$ cat src/core/spare_pin_pkg.sv
// Constants for the spare pin general-purpose I/O block.
package spare_pin_pkg;

   // Register indices; byte address is four times the index
   localparam logic [7:0] PIN_OUTPUT_ENABLE_IDX = 8'h44;
   localparam logic [7:0] PIN_OUTPUT_VALUE_IDX  = 8'h45;
   localparam logic [7:0] PIN_INPUT_LEVEL_IDX   = 8'h46;
   localparam logic [7:0] PIN_DRIVE_STATUS_IDX  = 8'h7E;

   // Reset values
   localparam logic [7:0] PIN_OUTPUT_ENABLE_RST = 8'h00;
   localparam logic [7:0] PIN_OUTPUT_VALUE_RST  = 8'h00;

   // Bit positions, common to every pin register; SCAN_ACTIVE_BIT is in the status word only
   localparam int SIGNAL_INPUT_BIT = 7;
   localparam int CLOCK_OUTPUT_BIT = 6;
   localparam int HOST_SEL_ONE_BIT = 5;
   localparam int HOST_SEL_ZERO_BIT = 4;
   localparam int SCAN_TCK_BIT      = 3;
   localparam int SCAN_TMS_BIT      = 2;
   localparam int SCAN_TDI_BIT      = 1;
   localparam int SCAN_TDO_BIT      = 0;
   localparam int SCAN_ACTIVE_BIT   = 8;

   // Pins handed to the scan interface while scan is active
   localparam logic [7:0] SCAN_PIN_MASK = 8'h0F;

   localparam int PIN_COUNT = 8;

   typedef enum logic [1:0] {
      BUS_IDLE,
      BUS_ACK,
      BUS_DONE
   } bus_state_e;

endpackage : spare_pin_pkg

$ cat src/core/gpio_reg8.sv
// Byte-lane writable 8-bit control register.
`timescale 1ns/1ns
module gpio_reg8 #(
   parameter logic [7:0] RESET_VALUE = 8'h00
) (
   // Clock and reset
   input  wire logic       clk,
   input  wire logic       rstn,
   // Write port
   input  wire logic       wr_en,
   input  wire logic [7:0] wr_data,
   // Stored value
   output logic      [7:0] value_ff
);

   always_ff @(posedge clk or negedge rstn) begin
      if (!rstn) begin
         value_ff <= RESET_VALUE;
      end else if (wr_en) begin
         value_ff <= wr_data;
      end
   end

endmodule : gpio_reg8

$ cat src/core/spare_pin_cell.sv
// One multi-purpose pad: general-purpose drive or its normal function.
`timescale 1ns/1ns
module spare_pin_cell (
   // Clock and reset
   input  wire logic clk,
   input  wire logic rstn,
   // General-purpose control
   input  wire logic gpio_en,
   input  wire logic gpio_val,
   // Normal pin function
   input  wire logic func_oe,
   input  wire logic func_out,
   // Pad
   input  wire logic pad_in,
   output logic      pad_out_ff,
   output logic      pad_oe_ff,
   // Sampled level
   output logic      level_ff
);

   logic nxt_pad_out;
   logic nxt_pad_oe;

   // General-purpose drive has priority over the pin function
   always_comb begin
      if (gpio_en) begin
         nxt_pad_oe  = 1'b1;
         nxt_pad_out = gpio_val;
      end else begin
         nxt_pad_oe  = func_oe;
         nxt_pad_out = func_oe & func_out;
      end
   end

   always_ff @(posedge clk or negedge rstn) begin
      if (!rstn) begin
         pad_oe_ff  <= 1'b0;
         pad_out_ff <= 1'b0;
      end else begin
         pad_oe_ff  <= nxt_pad_oe;
         pad_out_ff <= nxt_pad_out;
      end
   end

   // Input buffer level is seen whether or not the pin drives
   always_ff @(posedge clk or negedge rstn) begin
      if (!rstn) begin
         level_ff <= 1'b0;
      end else begin
         level_ff <= pad_in;
      end
   end

endmodule : spare_pin_cell

$ cat src/core/spare_pin_gpio_control.sv
// Spare pin general-purpose I/O with a classic Wishbone register slave.
`timescale 1ns/1ns
module spare_pin_gpio_control #(
   parameter int ADR_W = 12
) (
   // Clock and reset
   input  wire logic             clk,
   input  wire logic             rstn,
   // Wishbone slave
   input  wire logic             wb_cyc_i,
   input  wire logic             wb_stb_i,
   input  wire logic             wb_we_i,
   input  wire logic [ADR_W-1:0] wb_adr_i,
   input  wire logic [3:0]       wb_sel_i,
   input  wire logic [31:0]      wb_dat_i,
   output logic      [31:0]      wb_dat_o,
   output logic                  wb_ack_o,
   output logic                  wb_err_o,
   // Clock-output function from the clock generator
   input  wire logic             clock_out_fn,
   input  wire logic             clock_out_fn_en,
   // Boundary scan interface
   input  wire logic             scan_active,
   input  wire logic             scan_tdo,
   input  wire logic             scan_tdo_en,
   output logic                  scan_tck,
   output logic                  scan_tms,
   output logic                  scan_tdi,
   // Host interface select levels seen by the host interface logic
   output logic                  host_select_one_level,
   output logic                  host_select_zero_level,
   // Signal input seen by the receiver
   output logic                  signal_input_level,
   // Signal-input pin
   input  wire logic             signal_input_pin_level_in,
   output logic                  signal_input_pin_level_out,
   output logic                  signal_input_pin_drive_en,
   // Clock-output pin
   input  wire logic             clock_output_pin_level_in,
   output logic                  clock_output_pin_level_out,
   output logic                  clock_output_pin_drive_en,
   // Host select pin one
   input  wire logic             host_select_pin_one_level_in,
   output logic                  host_select_pin_one_level_out,
   output logic                  host_select_one_drive_en,
   // Host select pin zero
   input  wire logic             host_select_pin_zero_level_in,
   output logic                  host_select_pin_zero_level_out,
   output logic                  host_select_zero_drive_en,
   // Scan pins, bit 3 TCK down to bit 0 TDO
   input  wire logic [3:0]       scan_pin_level_in,
   output logic      [3:0]       scan_pin_level_out,
   output logic      [3:0]       scan_pin_drive_en
);

   import spare_pin_pkg::*;

   localparam int IDX_W = ADR_W - 2;

   // Bus state
   bus_state_e       bus_state_ff;
   bus_state_e       nxt_bus_state;
   logic             ack_ff;
   logic             err_ff;
   logic [31:0]      rdata_ff;
   logic [31:0]      nxt_rdata;
   logic             nxt_err;

   // Decode
   logic [IDX_W-1:0] reg_idx;
   logic             hit_enable;
   logic             hit_value;
   logic             hit_level;
   logic             hit_status;
   logic             hit_any;
   logic             bus_req;
   logic             wr_commit;

   // Registers and pin views
   logic [7:0]       pin_output_enable;
   logic [7:0]       pin_output_value;
   logic [7:0]       pin_input_level;
   logic [7:0]       effective_en;
   logic             scan_active_ff;
   logic [7:0]       func_oe;
   logic [7:0]       func_out;
   logic [7:0]       pad_in;
   logic [7:0]       pad_out;
   logic [7:0]       pad_oe;

   // ------------------------------------------------------------------
   // Wishbone decode
   // ------------------------------------------------------------------
   assign bus_req    = wb_cyc_i & wb_stb_i;
   assign reg_idx    = wb_adr_i[ADR_W-1:2];
   assign hit_enable = (reg_idx == IDX_W'(PIN_OUTPUT_ENABLE_IDX));
   assign hit_value  = (reg_idx == IDX_W'(PIN_OUTPUT_VALUE_IDX));
   assign hit_level  = (reg_idx == IDX_W'(PIN_INPUT_LEVEL_IDX));
   assign hit_status = (reg_idx == IDX_W'(PIN_DRIVE_STATUS_IDX));
   assign hit_any    = hit_enable | hit_value | hit_level | hit_status;

   // Writes land on the edge where the master samples the answer
   assign wr_commit = bus_req & wb_we_i & wb_sel_i[0] & ack_ff;

   // One idle cycle before the answer, then one cycle of answer,
   // then wait for the master to release the strobe.
   always_comb begin
      nxt_bus_state = bus_state_ff;
      case (bus_state_ff)
         BUS_IDLE: begin
            if (bus_req) begin
               nxt_bus_state = BUS_ACK;
            end
         end
         BUS_ACK: begin
            nxt_bus_state = BUS_DONE;
         end
         BUS_DONE: begin
            if (!bus_req) begin
               nxt_bus_state = BUS_IDLE;
            end
         end
         default: begin
            nxt_bus_state = BUS_IDLE;
         end
      endcase
   end

   always_ff @(posedge clk or negedge rstn) begin
      if (!rstn) begin
         bus_state_ff <= BUS_IDLE;
      end else begin
         bus_state_ff <= nxt_bus_state;
      end
   end

   // Mapped addresses answer with ack, anything else with err
   assign nxt_err = ~hit_any;

   always_ff @(posedge clk or negedge rstn) begin
      if (!rstn) begin
         ack_ff <= 1'b0;
         err_ff <= 1'b0;
      end else begin
         ack_ff <= (bus_state_ff == BUS_IDLE) & bus_req & ~nxt_err;
         err_ff <= (bus_state_ff == BUS_IDLE) & bus_req & nxt_err;
      end
   end

   // Read mux; unused upper bits read as zero
   always_comb begin
      nxt_rdata = 32'h0000_0000;
      if (hit_enable) begin
         nxt_rdata[7:0] = pin_output_enable;
      end else if (hit_value) begin
         nxt_rdata[7:0] = pin_output_value;
      end else if (hit_level) begin
         nxt_rdata[7:0] = pin_input_level;
      end else if (hit_status) begin
         nxt_rdata[7:0] = effective_en;
         nxt_rdata[SCAN_ACTIVE_BIT] = scan_active_ff;
      end
   end

   always_ff @(posedge clk or negedge rstn) begin
      if (!rstn) begin
         rdata_ff <= 32'h0000_0000;
      end else if ((bus_state_ff == BUS_IDLE) & bus_req & ~wb_we_i) begin
         rdata_ff <= nxt_rdata;
      end
   end

   assign wb_ack_o = ack_ff;
   assign wb_err_o = err_ff;
   assign wb_dat_o = rdata_ff;

   // ------------------------------------------------------------------
   // Software registers; the input-level and status words ignore writes
   // ------------------------------------------------------------------
   gpio_reg8 #(
      .RESET_VALUE (PIN_OUTPUT_ENABLE_RST)
   ) u_enable_reg (
      .clk      (clk),
      .rstn     (rstn),
      .wr_en    (wr_commit & hit_enable),
      .wr_data  (wb_dat_i[7:0]),
      .value_ff (pin_output_enable)
   );

   gpio_reg8 #(
      .RESET_VALUE (PIN_OUTPUT_VALUE_RST)
   ) u_value_reg (
      .clk      (clk),
      .rstn     (rstn),
      .wr_en    (wr_commit & hit_value),
      .wr_data  (wb_dat_i[7:0]),
      .value_ff (pin_output_value)
   );

   // ------------------------------------------------------------------
   // Scan activation level, held stable for the pin muxes
   // ------------------------------------------------------------------
   always_ff @(posedge clk or negedge rstn) begin
      if (!rstn) begin
         scan_active_ff <= 1'b0;
      end else begin
         scan_active_ff <= scan_active;
      end
   end

   // Scan pins belong to the scan interface while scan is active,
   // whatever software wrote into the low enable bits.
   assign effective_en = pin_output_enable & ~(scan_active_ff ? SCAN_PIN_MASK : 8'h00);

   // ------------------------------------------------------------------
   // Normal pin functions when general-purpose drive is off
   // ------------------------------------------------------------------
   always_comb begin
      func_oe  = 8'h00;
      func_out = 8'h00;
      // Clock output runs only while its GPIO bit is clear
      func_oe[CLOCK_OUTPUT_BIT]  = clock_out_fn_en & ~pin_output_enable[CLOCK_OUTPUT_BIT];
      func_out[CLOCK_OUTPUT_BIT] = clock_out_fn;
      // Only TDO is an output of the scan interface
      func_oe[SCAN_TDO_BIT]  = scan_active_ff & scan_tdo_en;
      func_out[SCAN_TDO_BIT] = scan_tdo;
   end

   assign pad_in = {signal_input_pin_level_in,
                    clock_output_pin_level_in,
                    host_select_pin_one_level_in,
                    host_select_pin_zero_level_in,
                    scan_pin_level_in};

   // One cell per pin, same bit order in every register
   for (genvar i = 0; i < PIN_COUNT; i++) begin : g_pin
      spare_pin_cell u_cell (
         .clk        (clk),
         .rstn       (rstn),
         .gpio_en    (effective_en[i]),
         .gpio_val   (pin_output_value[i]),
         .func_oe    (func_oe[i]),
         .func_out   (func_out[i]),
         .pad_in     (pad_in[i]),
         .pad_out_ff (pad_out[i]),
         .pad_oe_ff  (pad_oe[i]),
         .level_ff   (pin_input_level[i])
      );
   end

   // ------------------------------------------------------------------
   // Pad outputs
   // ------------------------------------------------------------------
   assign signal_input_pin_level_out     = pad_out[SIGNAL_INPUT_BIT];
   assign signal_input_pin_drive_en      = pad_oe[SIGNAL_INPUT_BIT];
   assign clock_output_pin_level_out     = pad_out[CLOCK_OUTPUT_BIT];
   assign clock_output_pin_drive_en      = pad_oe[CLOCK_OUTPUT_BIT];
   assign host_select_pin_one_level_out  = pad_out[HOST_SEL_ONE_BIT];
   assign host_select_one_drive_en       = pad_oe[HOST_SEL_ONE_BIT];
   assign host_select_pin_zero_level_out = pad_out[HOST_SEL_ZERO_BIT];
   assign host_select_zero_drive_en      = pad_oe[HOST_SEL_ZERO_BIT];
   assign scan_pin_level_out             = pad_out[SCAN_TCK_BIT:SCAN_TDO_BIT];
   assign scan_pin_drive_en              = pad_oe[SCAN_TCK_BIT:SCAN_TDO_BIT];

   // Levels for the internal users; one cycle behind the pads
   assign signal_input_level     = pin_input_level[SIGNAL_INPUT_BIT];
   assign host_select_one_level  = pin_input_level[HOST_SEL_ONE_BIT];
   assign host_select_zero_level = pin_input_level[HOST_SEL_ZERO_BIT];
   assign scan_tck               = pin_input_level[SCAN_TCK_BIT];
   assign scan_tms               = pin_input_level[SCAN_TMS_BIT];
   assign scan_tdi               = pin_input_level[SCAN_TDI_BIT];

endmodule : spare_pin_gpio_control

$ cat config.mk
export PLATFORM = sky130hd
export DESIGN_NAME = spare_pin_gpio_control
export DESIGN_NICKNAME = d
export VERILOG_FILES = /design/src/core/spare_pin_pkg.sv /design/src/core/gpio_reg8.sv /design/src/core/spare_pin_cell.sv /design/src/core/spare_pin_gpio_control.sv
export SDC_FILE = /design/constraint.sdc
export NUM_CORES = 1
export LEC_CHECK = 0
export BUFFER_PORTS_ARGS = -buffer_cell sky130_fd_sc_hd__buf_4
export CELL_PAD_IN_SITES_DETAIL_PLACEMENT = 1
export CELL_PAD_IN_SITES_GLOBAL_PLACEMENT = 1
export CORE_MARGIN = 1.5
export CORE_UTILIZATION = 30
export CTS_CLUSTER_SIZE = 20
export DETAILED_ROUTE_END_ITERATION = 8
export PLACE_DENSITY_LB_ADDON = 0.1
export SYNTH_ARGS = -nofsm -noshare
export SYNTH_HDL_FRONTEND = slang
export SYNTH_SLANG_ARGS = --single-unit
$ cat constraint.sdc
create_clock -name clk -period 1.5 [get_ports clk]
set_input_delay 0.3 -clock clk [delete_from_list [all_inputs] [get_ports clk]]
set_output_delay 0.3 -clock clk [all_outputs]
set_load 0.05 [all_outputs]
==> impl_metrics.json <==
{
  "hold_path_depth": 1,
  "grt_max_degree": 30,
  "avgSynthCellArea_um2": 11.82,
  "cts_sinks": 54,
  "p_leak_uw": 0.001633,
  "avgRoutedWirePerCell_um": 15.29,
  "reg2reg_depth": 5,
  "clk_pin_slew_ns": 0.09,
  "skew_ns": 0.003126,
  "async_reset_ff_frac": 1.000,
  "final_nets": 350,
  "rows": 32,
  "status": "finished, violations left",
  "cts_buffer_depth": 2,
  "synth_area_leaders": "dfrtp_1 57%, buf_4 9.8%, mux2_2 6.2%",
  "viasPerCell": 4.488,
  "fin_ws_ns": -0.1666,
  "synthDominantCellAreaShare": 0.5687,
  "rsz0062_at_grt": "yes",
  "initial_core_util": 0.3091,
  "synthesis.instances": 201,
  "die_h_um": 92.00,
  "cp_data_required_time_ns": 1.70,
  "setup_violations": 20,
  "grt_first_pass_wirelength_mm": 9.466,
  "antenna_found_initial": 0,
  "cp_max_fo": 8,
  "route.detailed.drc": 0,
  "drv_cap": 0,
  "dp_hpwl_mm": 4.328,
  "routed_wl_mm": 5.919,
  "num_antenna_cells": 0,
  "cts_tree": "yes",
  "synth_edf_count": 0,
  "ios": 122,
  "grtUsageTotal": 0.1456,
  "ys_types": 38,
  "synth_flop_cell": "dfrtp_1",
  "synth_top_cell_by_area": "dfrtp_1",
  "dp.cells": 378,
  "synthesis.area_um2": 2376,
  "first_pass_iters": 4,
  "ir_drop_v": 0.0004264,
  "die_w_um": 92.00,
  "drt_iter0_drc": 67,
  "yosysWarnings": 0,
  "syn2layout_area_growth_pct": 34.49,
  "dr_total_vias": 1737,
  "first_global_vias": 1799,
  "fin_crit_ns": 1.667,
  "cts_root_buf": "clkbuf_8",
  "core_area_um2": 7687,
  "end_kind": "flip-flop",
  "clk_latency_ns": 0.30,
  "ys_seq_area_frac": 0.5687,
  "p_per_area_nw_per_um2": 1002,
  "worstPathArrival_ns": 1.86,
  "violations": "setup timing",
  "htreeDepth": 2,
  "critPathKind": "input port to flip-flop",
  "overflow": 0,
  "port_buffers": 69,
  "place.gp.congestion": 0.7257,
  "tns_ns": -1.746,
  "num-fill-cells": 876,
  "multi_input_area_um2": 900.9,
  "slew_violations": 0,
  "synth-seq-cells": 54,
  "seq_area_um2": 1351,
  "instances_no_fill": 387,
  "fmax_mhz": 600.0,
  "ant_nets": 0,
  "post-route-period-util": 1.111,
  "startpoint_type": "input port",
  "cts_buffers": 5,
  "power_uw": 3201,
  "die-area_um2": 8463,
  "min_path_type": "input port to flip-flop",
  "hold_viol": 0,
  "post_cts_buffers": 0,
  "drive_above_1_share": 0.4351
}
[cell usage after synthesis (2+ instances only)]
library cell	instances
dfrtp_1	54
buf_4	31
mux2_2	13
nor2_1	10
nand2_1	8
a21oi_1	7
and2_1	6
nor2b_1	6
inv_1	5
o21ai_0	5
a221oi_1	4
a22o_1	4
a31oi_1	4
nand2b_1	4
o21bai_1	4
o31ai_1	4
clkbuf_1	3
mux2_1	3
nand3_1	3
or2_2	3
and3_1	2
buf_2	2
[per-stage QoR]
| step | setup slack (ns) | hold slack (ns) | area (µm²) | util |
|---|---|---|---|---|
| finish | -0.1666 | 0.09481 | 3196 | 0.4157 |
| global route | -0.1923 | 0.07805 | 3196 | 0.4157 |
| CTS | -0.1771 | 0.08871 | 3162 | 0.4113 |
| detailed placement | -0.6443 | 0.2402 | 3020 | 0.3929 |
| global placement | -0.6137 | 0.2374 | 3020 | 0.3929 |
| floorplan | -0.4213 | 0.004409 | 2484 | - |
[final cells by class]
| type | count | area share |
|---|---|---|
| clock buffers | 7 | 0.02702 |
| multi-input cells | 128 | 0.2819 |
| repair buffers | 90 | 0.2208 |
| clock inverters | 1 | 0.001566 |
| flip-flops and latches | 54 | 0.4229 |
| well taps | 102 | 0.03994 |
| inverters | 5 | 0.005873 |
[sequential cells by signal (all words and copies together) (netlist names)]
name	count
wb_err_o	1
g_pin.u_cell.pad_out_ff	8
wb_dat_o	9
u_enable_reg.value_ff	8
g_pin.u_cell.pad_oe_ff	8
scan_active_ff	1
g_pin.u_cell.level_ff	8
u_value_reg.value_ff	8
wb_ack_o	1
bus_state_ff	2
[placed cells by master (no fill, tap or decap), types with 2 or more instances in the layout]
| cell | netlist | layout |
|---|---|---|
| buf_4 | 31 | 84 |
| dfrtp_1 | 54 | 54 |
| conb_1 | 1 | 23 |
| mux2_2 | 13 | 11 |
| nor2_1 | 10 | 10 |
| nand2_1 | 8 | 8 |
| a21oi_1 | 7 | 7 |
| nor2b_1 | 6 | 6 |
| and2_1 | 6 | 6 |
| clkbuf_8 | 0 | 6 |
| inv_1 | 5 | 5 |
| o21ai_0 | 5 | 5 |
| a22o_1 | 4 | 4 |
| nand2b_1 | 4 | 4 |
| a31oi_1 | 4 | 4 |
| o21bai_1 | 4 | 4 |
| buf_6 | 0 | 4 |
| mux2_1 | 3 | 3 |
| or2_2 | 3 | 2 |
| a221oi_1 | 4 | 2 |
| a221oi_2 | 0 | 2 |
| o31ai_1 | 4 | 2 |
| nand3_1 | 3 | 2 |
| mux2_4 | 0 | 2 |
| o31ai_2 | 0 | 2 |
[report_power, final]
group          internal, µW  switching, µW
logic                   247            544
clock network           374            458
registers              1530           47.6
[worst paths after layout]
kind | startpoint | endpoint | slack, ns
max reg2reg | wb_ack_o | u_value_reg.value_ff[4] | -0.03
max | wb_adr_i[5] | u_enable_reg.value_ff[3] | -0.17
max in group asynchronous | rstn | wb_dat_o[1] | 0.58
min reg2reg | u_enable_reg.value_ff[4] | g_pin[4].u_cell.pad_oe_ff | 0.45
min | scan_pin_level_in[1] | g_pin[1].u_cell.level_ff | 0.09
min in group asynchronous | rstn | g_pin[6].u_cell.pad_out_ff | 0.44
[kinds of logic after synthesis]
| kind of cell | after synthesis | share of synthesized area |
|---|---|---|
| muxes | 17 | 0.08004 |
| buffers and inverters | 41 | 0.1148 |
| other | 1 | 0.001578 |
| AOI/OAI and AO/OA | 35 | 0.1011 |
| DFF | 54 | 0.5687 |
| and+or+nand+nor | 53 | 0.1338 |
[repair_timing]
| action | 4_1_cts | 5_1_grt |
|---|---|---|
| hold endpoints to repair | 25 | 0 |
| pin swaps | 2 | 2 |
| hold buffers | 1 | 0 |
| endpoints found under the setup margin | 20 | 22 |
| resized for setup | 10 | 6 |
| gates cloned | 0 | 0 |
[worst max-delay path: stages]
cell	delay, ns
buf_6	0.09
or3_4	0.38
or4b_4	0.54
nor2_8	0.19
mux2_2	0.35
[routing by layer]
| layer | up-vias | GRT usage | routed length, µm | part of all wire |
|---|---|---|---|---|
| li1 | 804 | - | - | - |
| met1 | 868 | 0.2077 | 2788 | 0.47 |
| met2 | 58 | 0.2222 | 2759 | 0.47 |
| met3 | 7 | 0.02819 | 298 | 0.050 |
| met4 | 0 | 0.04615 | 73 | 0.012 |
| met5 | - | 0 | 0 | 0 |
(Power assumes the default switching activity.)
